[src/local_memory_interface_map.vh]
// register offsets, field positions and reset values of the local memory interface
`ifndef LOCAL_MEMORY_INTERFACE_MAP_VH
`define LOCAL_MEMORY_INTERFACE_MAP_VH
// ----------------------------------------
// register offsets (byte addresses)
// ----------------------------------------
`define REG_MEM_CTRL 8'h00
`define REG_SNOOP_CTRL 8'h04
`define REG_SRAM_TIMING 8'h08
`define REG_FLASH_TIMING 8'h0C
`define REG_BOOT_CTRL 8'h10
`define REG_ECC_STATUS 8'h14
`define REG_RTC_CTRL 8'h18
`define REG_RTC_TIME 8'h1C
`define REG_RTC_DATE 8'h20
// ----------------------------------------
// field positions
// ----------------------------------------
`define MEM_CTRL_MODEL_BIT 0
`define MEM_CTRL_SIZE_LSB 1
`define MEM_CTRL_DUP_EN_BIT 4
`define FLASH_WE_BIT 4
`define RTC_STOP_BIT 0
`define RTC_WPROT_BIT 1
// ----------------------------------------
// reset values
// ----------------------------------------
`define MEM_CTRL_RESET 32'h0000_0000
`define SNOOP_CTRL_RESET 32'h0000_0000
`define SRAM_TIMING_RESET 32'h0000_0003
`define FLASH_TIMING_RESET 32'h0000_0003
`define BOOT_CTRL_RESET 32'h0000_0002
// ----------------------------------------
// clock and sizes
// ----------------------------------------
`define CLK_HZ 100000000
`define SRAM_BYTES 524288
`define RTC_RAM_BYTES 8192
`endif

[src/local_memory_interface.v]
// local memory interface: dram emulation, sram, flash, eprom and time-of-day clock control
`include "local_memory_interface_map.vh"

// How it works
// sdram always corrects single-bit and detects multi-bit errors in both models
// parity model hides corrected errors and reports multi-bit errors as parity errors; the ecc status register still latches them
// parity model sizes 1/4/8/16MB, ecc model 4/8/16/32MB over 16/32MB sdram
// software control register picks model and enabled memory size
// accessory dma snoop bits come from a fixed two-bit board input always
// other masters take snoop mode from a programmable register
// duplicated bus functions stay off while bus chip fitted; software enables them
// sram is one 512KB non-interleaved array without parity
// sram access timing comes from a programmable register
// requester should access sram twice; low backup blocks second cycle
// flash write enable needs control bit and board write-protect inputs clear
// flash decode addresses one byte-wide device of 1MB or 2MB
// eprom decode supports 256Kb, 512Kb default, and 1Mb by 8 densities
// boot source input selects flash when off, eproms when on
// clock keeps bcd seconds to year in 24-hour format
// clock corrects for 28, 29 leap and 30 day months
// clock never raises an interrupt
// clock device takes 8, 16 and 32-bit local bus accesses
// clock device has 8KB ram write-protected on power failure
// power-save stops oscillator; setting time restarts it
// wide clock accesses split into ascending byte cycles, big-endian
// local bus is 32-bit synchronous with burst and snoop
module local_memory_interface #(
	parameter TICK_DIV = 100000000,
	parameter PHYS_32MB = 1
) (
	// clock and reset
	input wire ref_clk,
	input wire arst_n,
	// register port
	input wire [7:0] reg_addr,
	input wire [31:0] reg_wdata,
	input wire reg_wr,
	input wire reg_rd,
	output reg [31:0] reg_rdata,
	// sdram error reporting from the check logic
	input wire sdram_single_err,
	input wire sdram_multi_err,
	output reg parity_err_q,
	output reg ecc_single_q,
	output reg ecc_multi_q,
	output reg [25:0] dram_limit_q,
	// board straps
	input wire [1:0] acc_dma_snoop_cfg,
	input wire [1:0] flash_wprot_cfg,
	input wire boot_source_select_input,
	input wire bus_chip_fitted,
	input wire backup_low,
	// master snoop controls
	output reg [1:0] acc_dma_snoop_q,
	output reg [1:0] master_snoop_q,
	output reg dup_func_en_q,
	// memory controls
	output reg [3:0] sram_wait_q,
	output reg sram_block_second_q,
	output reg flash_we_en_q,
	output reg [3:0] flash_wait_q,
	output reg flash_2mb_q,
	output reg [1:0] eprom_density_q,
	output reg boot_from_eprom_q,
	// clock device byte port
	input wire rtc_req,
	input wire [12:0] rtc_addr,
	input wire [1:0] rtc_size,
	input wire rtc_we,
	input wire [31:0] rtc_wdata,
	input wire power_fail,
	output reg [12:0] rtc_byte_addr_q,
	output reg [7:0] rtc_byte_data_q,
	output reg rtc_byte_we_q,
	output reg rtc_byte_strobe_q,
	output reg rtc_done_q,
	output reg rtc_irq_q
);

// ----------------------------------------
// reset synchroniser
// ----------------------------------------
// every register behind the two synchroniser stages leaves reset on the same edge after release
reg rst_meta_q, rst_n_q;
always @(posedge ref_clk or negedge arst_n) begin
	if (!arst_n) begin
		rst_meta_q <= 1'b0;
		rst_n_q <= 1'b0;
	end else begin
		rst_meta_q <= 1'b1;
		rst_n_q <= rst_meta_q;
	end
end

// ----------------------------------------
// control registers
// ----------------------------------------
reg [31:0] mem_ctrl_q, snoop_ctrl_q, sram_tim_q, flash_tim_q, boot_ctrl_q, rtc_ctrl_q;
reg [23:0] rtc_time_q;
reg [31:0] rtc_date_q;
reg [1:0] err_stat_q;
wire wr_time = reg_wr && reg_addr == `REG_RTC_TIME;
wire wr_date = reg_wr && reg_addr == `REG_RTC_DATE;
wire tick;
wire [23:0] time_next;
wire [31:0] date_next;

always @(posedge ref_clk or negedge rst_n_q) begin
	if (!rst_n_q) begin
		mem_ctrl_q <= `MEM_CTRL_RESET;
		snoop_ctrl_q <= `SNOOP_CTRL_RESET;
		sram_tim_q <= `SRAM_TIMING_RESET;
		flash_tim_q <= `FLASH_TIMING_RESET;
		boot_ctrl_q <= `BOOT_CTRL_RESET;
		rtc_ctrl_q <= 32'h0000_0000;
		err_stat_q <= 2'h0;
	end else begin
		if (reg_wr) begin
			case (reg_addr)
				`REG_MEM_CTRL: mem_ctrl_q <= reg_wdata;
				`REG_SNOOP_CTRL: snoop_ctrl_q <= reg_wdata;
				`REG_SRAM_TIMING: sram_tim_q <= reg_wdata;
				`REG_FLASH_TIMING: flash_tim_q <= reg_wdata;
				`REG_BOOT_CTRL: boot_ctrl_q <= reg_wdata;
				`REG_RTC_CTRL: rtc_ctrl_q <= reg_wdata;
				default: ;
			endcase
		end
		// setting the time restarts the oscillator
		if (wr_time || wr_date)
			rtc_ctrl_q[`RTC_STOP_BIT] <= 1'b0;
		// sticky error flags: set beats write-one-to-clear
		err_stat_q <= (err_stat_q & ~((reg_wr && reg_addr == `REG_ECC_STATUS) ?
			reg_wdata[1:0] : 2'h0)) | {sdram_multi_err, sdram_single_err};
	end
end

// ----------------------------------------
// read port
// ----------------------------------------
always @(posedge ref_clk or negedge rst_n_q) begin
	if (!rst_n_q) begin
		reg_rdata <= 32'h0000_0000;
	end else if (reg_rd) begin
		// whole 32-bit word, valid only in the cycle after the strobe
		case (reg_addr)
			`REG_MEM_CTRL: reg_rdata <= mem_ctrl_q;
			`REG_SNOOP_CTRL: reg_rdata <= snoop_ctrl_q;
			`REG_SRAM_TIMING: reg_rdata <= sram_tim_q;
			`REG_FLASH_TIMING: reg_rdata <= flash_tim_q;
			`REG_BOOT_CTRL: reg_rdata <= boot_ctrl_q;
			`REG_ECC_STATUS: reg_rdata <= {30'h0, err_stat_q};
			`REG_RTC_CTRL: reg_rdata <= rtc_ctrl_q;
			`REG_RTC_TIME: reg_rdata <= {8'h00, rtc_time_q};
			`REG_RTC_DATE: reg_rdata <= rtc_date_q;
			default: reg_rdata <= 32'h0000_0000;
		endcase
	end else begin
		reg_rdata <= 32'h0000_0000;
	end
end

// ----------------------------------------
// dram emulation size and error mapping
// ----------------------------------------
wire ecc_model = mem_ctrl_q[`MEM_CTRL_MODEL_BIT];
wire [1:0] size_sel = mem_ctrl_q[`MEM_CTRL_SIZE_LSB+1:`MEM_CTRL_SIZE_LSB];
reg [25:0] limit_d;
always @* begin
	// limits in bytes minus one; capped by physical sdram
	case ({ecc_model, size_sel})
		3'b000: limit_d = 26'h00F_FFFF;
		3'b001: limit_d = 26'h03F_FFFF;
		3'b010: limit_d = 26'h07F_FFFF;
		3'b011: limit_d = 26'h0FF_FFFF;
		3'b100: limit_d = 26'h03F_FFFF;
		3'b101: limit_d = 26'h07F_FFFF;
		3'b110: limit_d = 26'h0FF_FFFF;
		3'b111: limit_d = PHYS_32MB ? 26'h1FF_FFFF : 26'h0FF_FFFF;
		default: limit_d = 26'h00F_FFFF;
	endcase
end

always @(posedge ref_clk or negedge rst_n_q) begin
	if (!rst_n_q) begin
		dram_limit_q <= 26'h00F_FFFF;
		parity_err_q <= 1'b0;
		ecc_single_q <= 1'b0;
		ecc_multi_q <= 1'b0;
	end else begin
		dram_limit_q <= limit_d;
		// sram carries no parity, so only sdram errors reach these flags
		parity_err_q <= !ecc_model && sdram_multi_err;
		ecc_single_q <= ecc_model && sdram_single_err;
		ecc_multi_q <= ecc_model && sdram_multi_err;
	end
end

// ----------------------------------------
// snoop, boot, sram and flash controls
// ----------------------------------------
always @(posedge ref_clk or negedge rst_n_q) begin
	if (!rst_n_q) begin
		acc_dma_snoop_q <= 2'h0;
		master_snoop_q <= 2'h0;
		dup_func_en_q <= 1'b0;
		sram_wait_q <= 4'h3;
		sram_block_second_q <= 1'b0;
		flash_we_en_q <= 1'b0;
		flash_wait_q <= 4'h3;
		flash_2mb_q <= 1'b0;
		eprom_density_q <= 2'h1;
		boot_from_eprom_q <= 1'b0;
		rtc_irq_q <= 1'b0;
	end else begin
		// dma snoop bits follow the straps only; no register reaches them
		acc_dma_snoop_q <= acc_dma_snoop_cfg;
		master_snoop_q <= snoop_ctrl_q[1:0];
		dup_func_en_q <= !bus_chip_fitted && mem_ctrl_q[`MEM_CTRL_DUP_EN_BIT];
		sram_wait_q <= sram_tim_q[3:0];
		sram_block_second_q <= backup_low;
		flash_we_en_q <= flash_tim_q[`FLASH_WE_BIT] && flash_wprot_cfg == 2'h0;
		flash_wait_q <= flash_tim_q[3:0];
		flash_2mb_q <= boot_ctrl_q[4];
		// density code 3 is unused and falls back to the 512Kb default
		eprom_density_q <= (boot_ctrl_q[2:1] == 2'h3) ? 2'h1 : boot_ctrl_q[2:1];
		boot_from_eprom_q <= boot_source_select_input;
		rtc_irq_q <= 1'b0;
	end
end

// ----------------------------------------
// time-of-day clock, bcd 24-hour
// ----------------------------------------
reg [31:0] div_q;
// the divider holds while the oscillator is stopped
assign tick = (div_q == TICK_DIV - 1) && !rtc_ctrl_q[`RTC_STOP_BIT];
function [7:0] bcd_inc;
	input [7:0] v;
	begin
		bcd_inc = (v[3:0] == 4'h9) ? {v[7:4] + 4'h1, 4'h0} : {v[7:4], v[3:0] + 4'h1};
	end
endfunction
wire [7:0] sec = rtc_time_q[7:0], mins = rtc_time_q[15:8], hrs = rtc_time_q[23:16];
wire [7:0] dd = rtc_date_q[15:8], mon = rtc_date_q[23:16], yr = rtc_date_q[31:24];
wire leap = yr[4] ? (yr[3:0] == 4'h2 || yr[3:0] == 4'h6) :
	(yr[3:0] == 4'h0 || yr[3:0] == 4'h4 || yr[3:0] == 4'h8);
reg [7:0] mdays;
always @* begin
	case (mon)
		8'h02: mdays = leap ? 8'h29 : 8'h28;
		8'h04, 8'h06, 8'h09, 8'h11: mdays = 8'h30;
		default: mdays = 8'h31;
	endcase
end
wire s_wr = sec == 8'h59, m_wr = s_wr && mins == 8'h59, h_wr = m_wr && hrs == 8'h23;
wire d_wr = h_wr && dd == mdays, mo_wr = d_wr && mon == 8'h12;
assign time_next = {h_wr ? 8'h00 : (m_wr ? bcd_inc(hrs) : hrs),
	m_wr ? 8'h00 : (s_wr ? bcd_inc(mins) : mins), s_wr ? 8'h00 : bcd_inc(sec)};
// day of week runs 1 to 7 and steps at midnight
assign date_next = {mo_wr ? bcd_inc(yr) : yr, mo_wr ? 8'h01 : (d_wr ? bcd_inc(mon) : mon),
	d_wr ? 8'h01 : (h_wr ? bcd_inc(dd) : dd),
	h_wr ? ((rtc_date_q[7:0] == 8'h07) ? 8'h01 : bcd_inc(rtc_date_q[7:0])) : rtc_date_q[7:0]};

always @(posedge ref_clk or negedge rst_n_q) begin
	if (!rst_n_q) begin
		div_q <= 32'h0000_0000;
		rtc_time_q <= 24'h00_0000;
		rtc_date_q <= 32'h0001_0101;
	end else begin
		// a time or date write restarts the divider, so the first second is a full one
		div_q <= (tick || wr_time || wr_date) ? 32'h0000_0000 :
			(rtc_ctrl_q[`RTC_STOP_BIT] ? div_q : div_q + 32'h1);
		if (wr_time)
			rtc_time_q <= reg_wdata[23:0];
		else if (tick)
			rtc_time_q <= time_next;
		if (wr_date)
			rtc_date_q <= reg_wdata;
		else if (tick)
			rtc_date_q <= date_next;
	end
end

// ----------------------------------------
// byte sequencer for the clock device ram
// ----------------------------------------
localparam ST_IDLE = 2'b01;
localparam ST_BYTE = 2'b10;
reg [1:0] st_q;
reg [1:0] left_q;
reg [31:0] shift_q;
// software can also protect the clock ram on its own
wire wprot = power_fail || rtc_ctrl_q[`RTC_WPROT_BIT];
always @(posedge ref_clk or negedge rst_n_q) begin
	if (!rst_n_q) begin
		st_q <= ST_IDLE;
		left_q <= 2'h0;
		shift_q <= 32'h0000_0000;
		rtc_byte_addr_q <= 13'h0000;
		rtc_byte_data_q <= 8'h00;
		rtc_byte_we_q <= 1'b0;
		rtc_byte_strobe_q <= 1'b0;
		rtc_done_q <= 1'b0;
	end else begin
		rtc_done_q <= 1'b0;
		rtc_byte_strobe_q <= 1'b0;
		case (st_q)
			ST_IDLE: begin
				if (rtc_req) begin
					// size 0 byte, 1 word, 2 long; wider data is msb first
					left_q <= (rtc_size == 2'h2) ? 2'h3 : ((rtc_size == 2'h1) ? 2'h1 : 2'h0);
					shift_q <= (rtc_size == 2'h2) ? rtc_wdata :
						((rtc_size == 2'h1) ? {rtc_wdata[15:0], 16'h0000} :
						{rtc_wdata[7:0], 24'h000000});
					rtc_byte_addr_q <= rtc_addr;
					rtc_byte_we_q <= rtc_we && !wprot;
					st_q <= ST_BYTE;
				end
			end
			ST_BYTE: begin
				// a power failure mid-transfer blocks the bytes still to come
				if (wprot)
					rtc_byte_we_q <= 1'b0;
				rtc_byte_data_q <= shift_q[31:24];
				rtc_byte_strobe_q <= 1'b1;
				shift_q <= {shift_q[23:0], 8'h00};
				if (left_q == 2'h0) begin
					rtc_done_q <= 1'b1;
					st_q <= ST_IDLE;
				end else begin
					left_q <= left_q - 2'h1;
				end
			end
			default: st_q <= ST_IDLE;
		endcase
		// step the address after each strobe but the last so bytes land at ascending addresses
		if (st_q == ST_BYTE && rtc_byte_strobe_q)
			rtc_byte_addr_q <= rtc_byte_addr_q + 13'h1;
	end
end

endmodule

[config.mk]
export PLATFORM = sky130hd
export DESIGN_NAME = local_memory_interface
export DESIGN_NICKNAME = d
export VERILOG_FILES = /design/src/local_memory_interface.v
export VERILOG_INCLUDE_DIRS = /design/src
export SDC_FILE = /design/constraint.sdc
export NUM_CORES = 1
export LEC_CHECK = 0
export BUFFER_PORTS_ARGS = -buffer_cell sky130_fd_sc_hd__buf_2
export CORE_MARGIN = 3
export CORE_UTILIZATION = 50
export CTS_CLUSTER_DIAMETER = 30
export CTS_CLUSTER_SIZE = 28
export DETAILED_ROUTE_END_ITERATION = 12
export GPL_ROUTABILITY_DRIVEN = 1
export GPL_TIMING_DRIVEN = 0
export HOLD_SLACK_MARGIN = 0.15
export PLACE_DENSITY_LB_ADDON = 0.15
export SLEW_MARGIN = 40
export SYNTH_ARGS = -nofsm -noshare
export SYNTH_HDL_FRONTEND = slang
export SYNTH_SLANG_ARGS = --single-unit
[constraint.sdc]
create_clock -name ref_clk -period 11.9 [get_ports ref_clk]
set_input_delay 1.19 -clock ref_clk [delete_from_list [all_inputs] [get_ports ref_clk]]
set_output_delay 1.19 -clock ref_clk [all_outputs]
set_load 0.1 [all_outputs]
; ---- Word level (Yosys, flattened, before mapping)
; Memory sizes are Yosys's and may differ from the RTL's. A register that Yosys moved wholly into a read port is not among the register bits.
; Index checks and enable logic that the tools add are counted.
[totals]
mem_count = 1
inputBits = 103
regBits = 424
rom_bits = 40
[memory_table]
columns = name, depth, word_bits, read_ports, rd_ports_with_merged_regs, wr, line
row1 = (no name shown), 8, 5, 1, 1, 0, local_memory_interface.v:171  ; case ({ecc_model, size_sel})
[op_classes]
n_reduce_logical = 77
n_bitwise = 3
n_eq_ne = 41
add_sub_neg = 17
muxes = 56
[op_table]
columns = cell, n
row1 = 32-bit one-hot mux with 9 select lines, 1
row2 = 32-bit two-way mux, 8
row3 = 8-bit two-way mux, 19
row4 = 32-bit one-hot mux with 2 select lines, 1
row5 = 4-bit by 1-bit adder with 4-bit output (second input constant), 14
row6 = 8-bit by 5-bit equality test with 1-bit output (second input constant), 6
row7 = 24-bit two-way mux, 2
row8 = 13-bit two-way mux, 3
row9 = 2-bit AND reduction, 17
row10 = 32-bit by 1-bit adder with 32-bit output (second input constant), 1
row11 = 32-bit by 27-bit equality test with 1-bit output (second input constant), 1
row12 = 4-bit equality test (second input constant), 8
row13 = 8-bit by 3-bit equality test with 1-bit output (second input constant), 4
row14 = 3-bit nonzero test, 10
row15 = 8-bit by 4-bit equality test with 1-bit output (second input constant), 3
row16 = 3-bit AND reduction, 8
row17 = 2-bit nonzero test, 10
row18 = 8-bit by 6-bit equality test with 1-bit output (second input constant), 2
row19 = 8-bit by 7-bit equality test with 1-bit output (second input constant), 2
row20 = 8-bit one-hot mux with 2 select lines, 1
row21 = 1-bit logical AND, 15
row22 = 2-bit two-way mux, 7
row23 = 13-bit by 1-bit adder with 13-bit output (second input constant), 1
row24 = 1-bit two-way mux, 11
row25 = other kinds (20), 39

; ---- Depth between registers and ports, before layout
[depth]
depth_word = 12
depth_mapped = 10
depth_no_buf = 9

; ---- Worst setup path after synthesis
; OpenSTA, ideal clock, no wires.
[synth_path]
path_kind = input to register
from = input port reg_addr[5]
to = register rtc_time_q[4]
setup_time_ns = 0.088
t_required_ns = 11.812
setup_slack_ns = 8.815
path_stages = 9
arrival_time_ns = 2.997
path_cell_list = nor4b_1 > and3_1 > clkbuf_1 > and3_1 > clkbuf_1 > clkbuf_1 > clkbuf_1 > nand2_1 > o211ai_1
[synth_between]
elab_chain_len = 4
[synth_rtl]
columns = element, line
row1 = from (decl), local_memory_interface.v:35  ; input wire [7:0] reg_addr,
row2 = 8-bit by 5-bit equality test with 1-bit output (*), --
row3 = 1-bit logical AND (no line) (*), --
row4 = 3-bit nonzero test (no line) / 2-bit nonzero test (equally long branches), --
row5 = 2-bit AND reduction (no line), --
row6 = to (signal assigned), local_memory_interface.v:275  ; rtc_time_q <= reg_wdata[23:0];
row7 = to (signal assigned), local_memory_interface.v:277  ; rtc_time_q <= time_next;
row8 = to (decl), local_memory_interface.v:99  ; reg [23:0] rtc_time_q;
; Mark *: on every way between the ends. The rest lies on a longest branch, timed or not.
; A chain may end at the register's enable or synchronous reset.

; ---- Worst setup path after layout
[layout_path]
from = input port reg_addr[3]
to = register rtc_date_q[23]
[layout_between]
elab_chain_len = 4
[layout_rtl]
columns = element, line
row1 = 8-bit by 6-bit equality test with 1-bit output (*), --
row2 = 1-bit logical AND (no line) (*), --
row3 = 3-bit nonzero test (no line) / 2-bit nonzero test (equally long branches), --
row4 = 3-bit AND reduction (no line), --
row5 = to (signal assigned), local_memory_interface.v:279  ; rtc_date_q <= reg_wdata;
row6 = to (signal assigned), local_memory_interface.v:281  ; rtc_date_q <= date_next;
row7 = to (decl), local_memory_interface.v:100  ; reg [31:0] rtc_date_q;
; Marks and branches as above.

==> results.yml <==
status:
  status: "completed"
clock_network:
  clock-sinks: 402
  hold_buffers: 0
  cts_setup_buffers: 0
  clock_latency_ps: 590
  cts_root_buf: "clkbuf_16"
  clk_path_buf_depth: 3
  cts_tree: "built"
  clkTransAtPathRegs_ps: 50
  cts_resized: 0
  h-tree-depth: 3
  cts_inserted_buffers: 86
place:
  pre_cts_ws_ps: 7470
  io_buffers: 181
  dpl.hpwl_mm: 38.6
  place_congestion: 0.960
drt:
  wirelength_mm: 56.4
  viasPerCell: 6.04
  wl_per_cell_um: 22.5
  num_vias: 15200
  firstDrtPassIters: 7
  ant_nets: 0
  drt_iter0_drc: 1483
  drc_errors: 0
synth:
  synthCells: 1667
  synth_cell_types: 75
  synthFlopType: "dfrtp_1"
  synth.avg_cell_area_um2: 11.2
  syn-cell-area_mm2: 0.0187
  synth_edf_count: 0
  yosys_warnings: 0
  seq_area_frac_synth_pct: 53.8
  async_flop_share_pct: 100
  ys_ff_latch: 402
timing:
  skew_ps: 18.1
  fin_ws_ps: 7890
  fin_tns_setup_ps: 0
  setup_viol: 0
  hold_violations: 0
  fin_crit_ps: 4010
  min_period_over_period_pct: 33.7
  rsz0062_at_grt: "false"
  drv_slew: 0
  slew_headroom_pct: 37.8
  worst_slew_pin_slew_ps: 933
  fmax_mhz: 250
floorplan:
  initial_utilization_pct: 51.0
  coreArea_mm2: 0.0368
  die_h_um: 200
  placementRows: 70
  io_pins: 208
  die_x_um: 200
  die_area_mm2: 0.0399
setup_path:
  cp_slowest_stage_delay_ps: 650
  critical_path.startpoint_type: "input port"
  cp.required_ps: 12310
  path_delay_family: "buffers and inverters"
  crit_chain: "clkbuf_1 -> nor4_1 -> and4b_1 -> clkbuf_1 -> nand2_1 -> clkbuf_1 -> clkbuf_1 -> nor2_1 -> a31oi_1"
  path_max_fanout: 10
  cp_slowest_cell: "clkbuf_1"
  crit_buf_inv: 4
  end_kind: "flip-flop"
  critPathArrivalTime_ps: 4410
  critPathKind: "input port to flip-flop"
  crit_top_cell: "clkbuf_1"
layout:
  multi_input_area_mm2: 0.00806
  mostFrequentLayoutCell: "dfrtp_1"
  seqCellArea_mm2: 0.0101
  final_cell_mix: "387 x dfrtp_1, 195 x mux2_2, 186 x buf_2, 149 x nand2_1, 98 x nor2_1"
  fillers: 2923
  fin_util_pct: 64.2
  nets: 2098
  layout-drive-gt1-share_pct: 29.9
  area_growth_pct: 26.0
flow_run:
  cap_violations: 0
global_route:
  grt_pass1_wl_mm: 86.9
  grt_overflow: 0
  grt_pass1_vias: 15200
  grt_usage_pct: 28.2
  grt_max_degree: 44
  antenna_found_initial: 3
power:
  p_leak_nw: 11.1
  ir_worst_vdd_v: 0.000125
  pwr_density_cell_mw_per_mm2: 208
min_path:
  hold_class: "flip-flop to asynchronous set/reset pin"
## sequential cells by signal, indices dropped and copies added, names as in the netlist, 13 cells and up
register	cells
snoop_ctrl_q	32
boot_ctrl_q	32
sram_tim_q	32
flash_tim_q	32
rtc_ctrl_q	32
reg_rdata	32
rtc_date_q	32
mem_ctrl_q	32
rtc_time_q	24
div_q	32
rtc_byte_addr_q	13
shift_q	32
## cell type report
cell class	count	area share (%)
sequential	402	42.7
clock buffer	110	10.4
clock inverter	51	2.64
buffer	131	2.62
tap	468	2.48
multi-input combinational	1128	34.1
inverter	27	0.429
timing repair buffer	191	4.68
antenna	2	0.0212
## synthesized netlist by cell type, drive strengths merged (5+ instances only)
library cell    n  area (µm²)
dfrtp         388        9710
mux2          195        2200
nand2         149         559
nor2           99         372
clkbuf         79         297
o21ai          75         375
nand3          71         355
a222oi         60         601
buf            52         309
a31oi          46         288
a21oi          41         205
and3           28         175
ha             28         350
a22oi          27         203
inv            26        97.6
xor2           24         210
nand4          23         159
mux2i          22         220
o211ai         20         150
nor3           17        85.1
dfstp          14         368
nor2b          14        87.6
and2           13        81.3
a211oi         10        80.1
nand3b         10        75.1
o22ai           9        56.3
xnor2           9        78.8
a221o           8        80.1
and3b           8        71.3
nand2b          8        50.1
nor3b           8        60.1
or3             8        55.1
nor4            7        58.8
a21o            6        45.0
o31ai           6        58.8
nor4b           5        50.0
## power by group
part           internal (mW)  switching [mW]
combinational          0.204           0.611
sequential              1.52           0.113
clock                   1.69           0.779
## layer usage
layer  up-vias  routed length (µm)  GRT usage (%)
li1       6787                   -              -
met1      7537               22800           36.8
met4         2                2300           12.5
met3       139                4490           5.40
met5         -                  15              0
met2       693               26800           46.2
## through the flow
step / std cells / area, µm² / hold slack [ps] / total power [mW]
after detailed placement: 2347 / 20500 / 232 / 2.47
after CTS: 2508 / 23600 / 246 / 4.95
final: 2510 / 23600 / 235 / 4.92
after global placement: 2337 / 20300 / 337 / 2.44
after floorplan: 1688 / 18800 / 331 / 2.27
after global routing: 2510 / 23600 / 271 / 5.11
## cell families after synthesis
logic type,after synthesis,synth area share [%]
and+or+nand+nor,484,13.0
DFF,402,53.8
AOI/OAI and AO/OA,343,13.2
muxes,217,12.9
buffers and inverters,158,3.77
xor gates and xnor gates,33,1.54
adders and majority gates,28,1.87
other,2,0.0401
## path summary, 6_finish.rpt
kind | slack (ps) | startpoint | cells past startpoint | endpoint
setup / recovery | 7890 | reg_addr[3] | 9 | rtc_date_q[23]
hold / removal | 240 | rst_n_q | 0 | rtc_ctrl_q[31]
setup reg to reg | 8700 | rtc_date_q[19] | 7 | rtc_date_q[26]
hold reg to reg | 240 | rst_n_q | 0 | rtc_ctrl_q[31]
max in group asynchronous | 10370 | rst_n_q | 4 | shift_q[27]
min in group ref_clk | 350 | rst_meta_q | 0 | rst_n_q
## worst reg2reg max path, stage by stage, from the launching register on
cell and delay [ps]:
dfrtp_1 480, nor4b_2 540, and3_1 270, mux2i_1 390, or4b_1 560, a21oi_1 430
a21oi_1 140, a211o_1 280
Power figures use the tool's default switching activity.
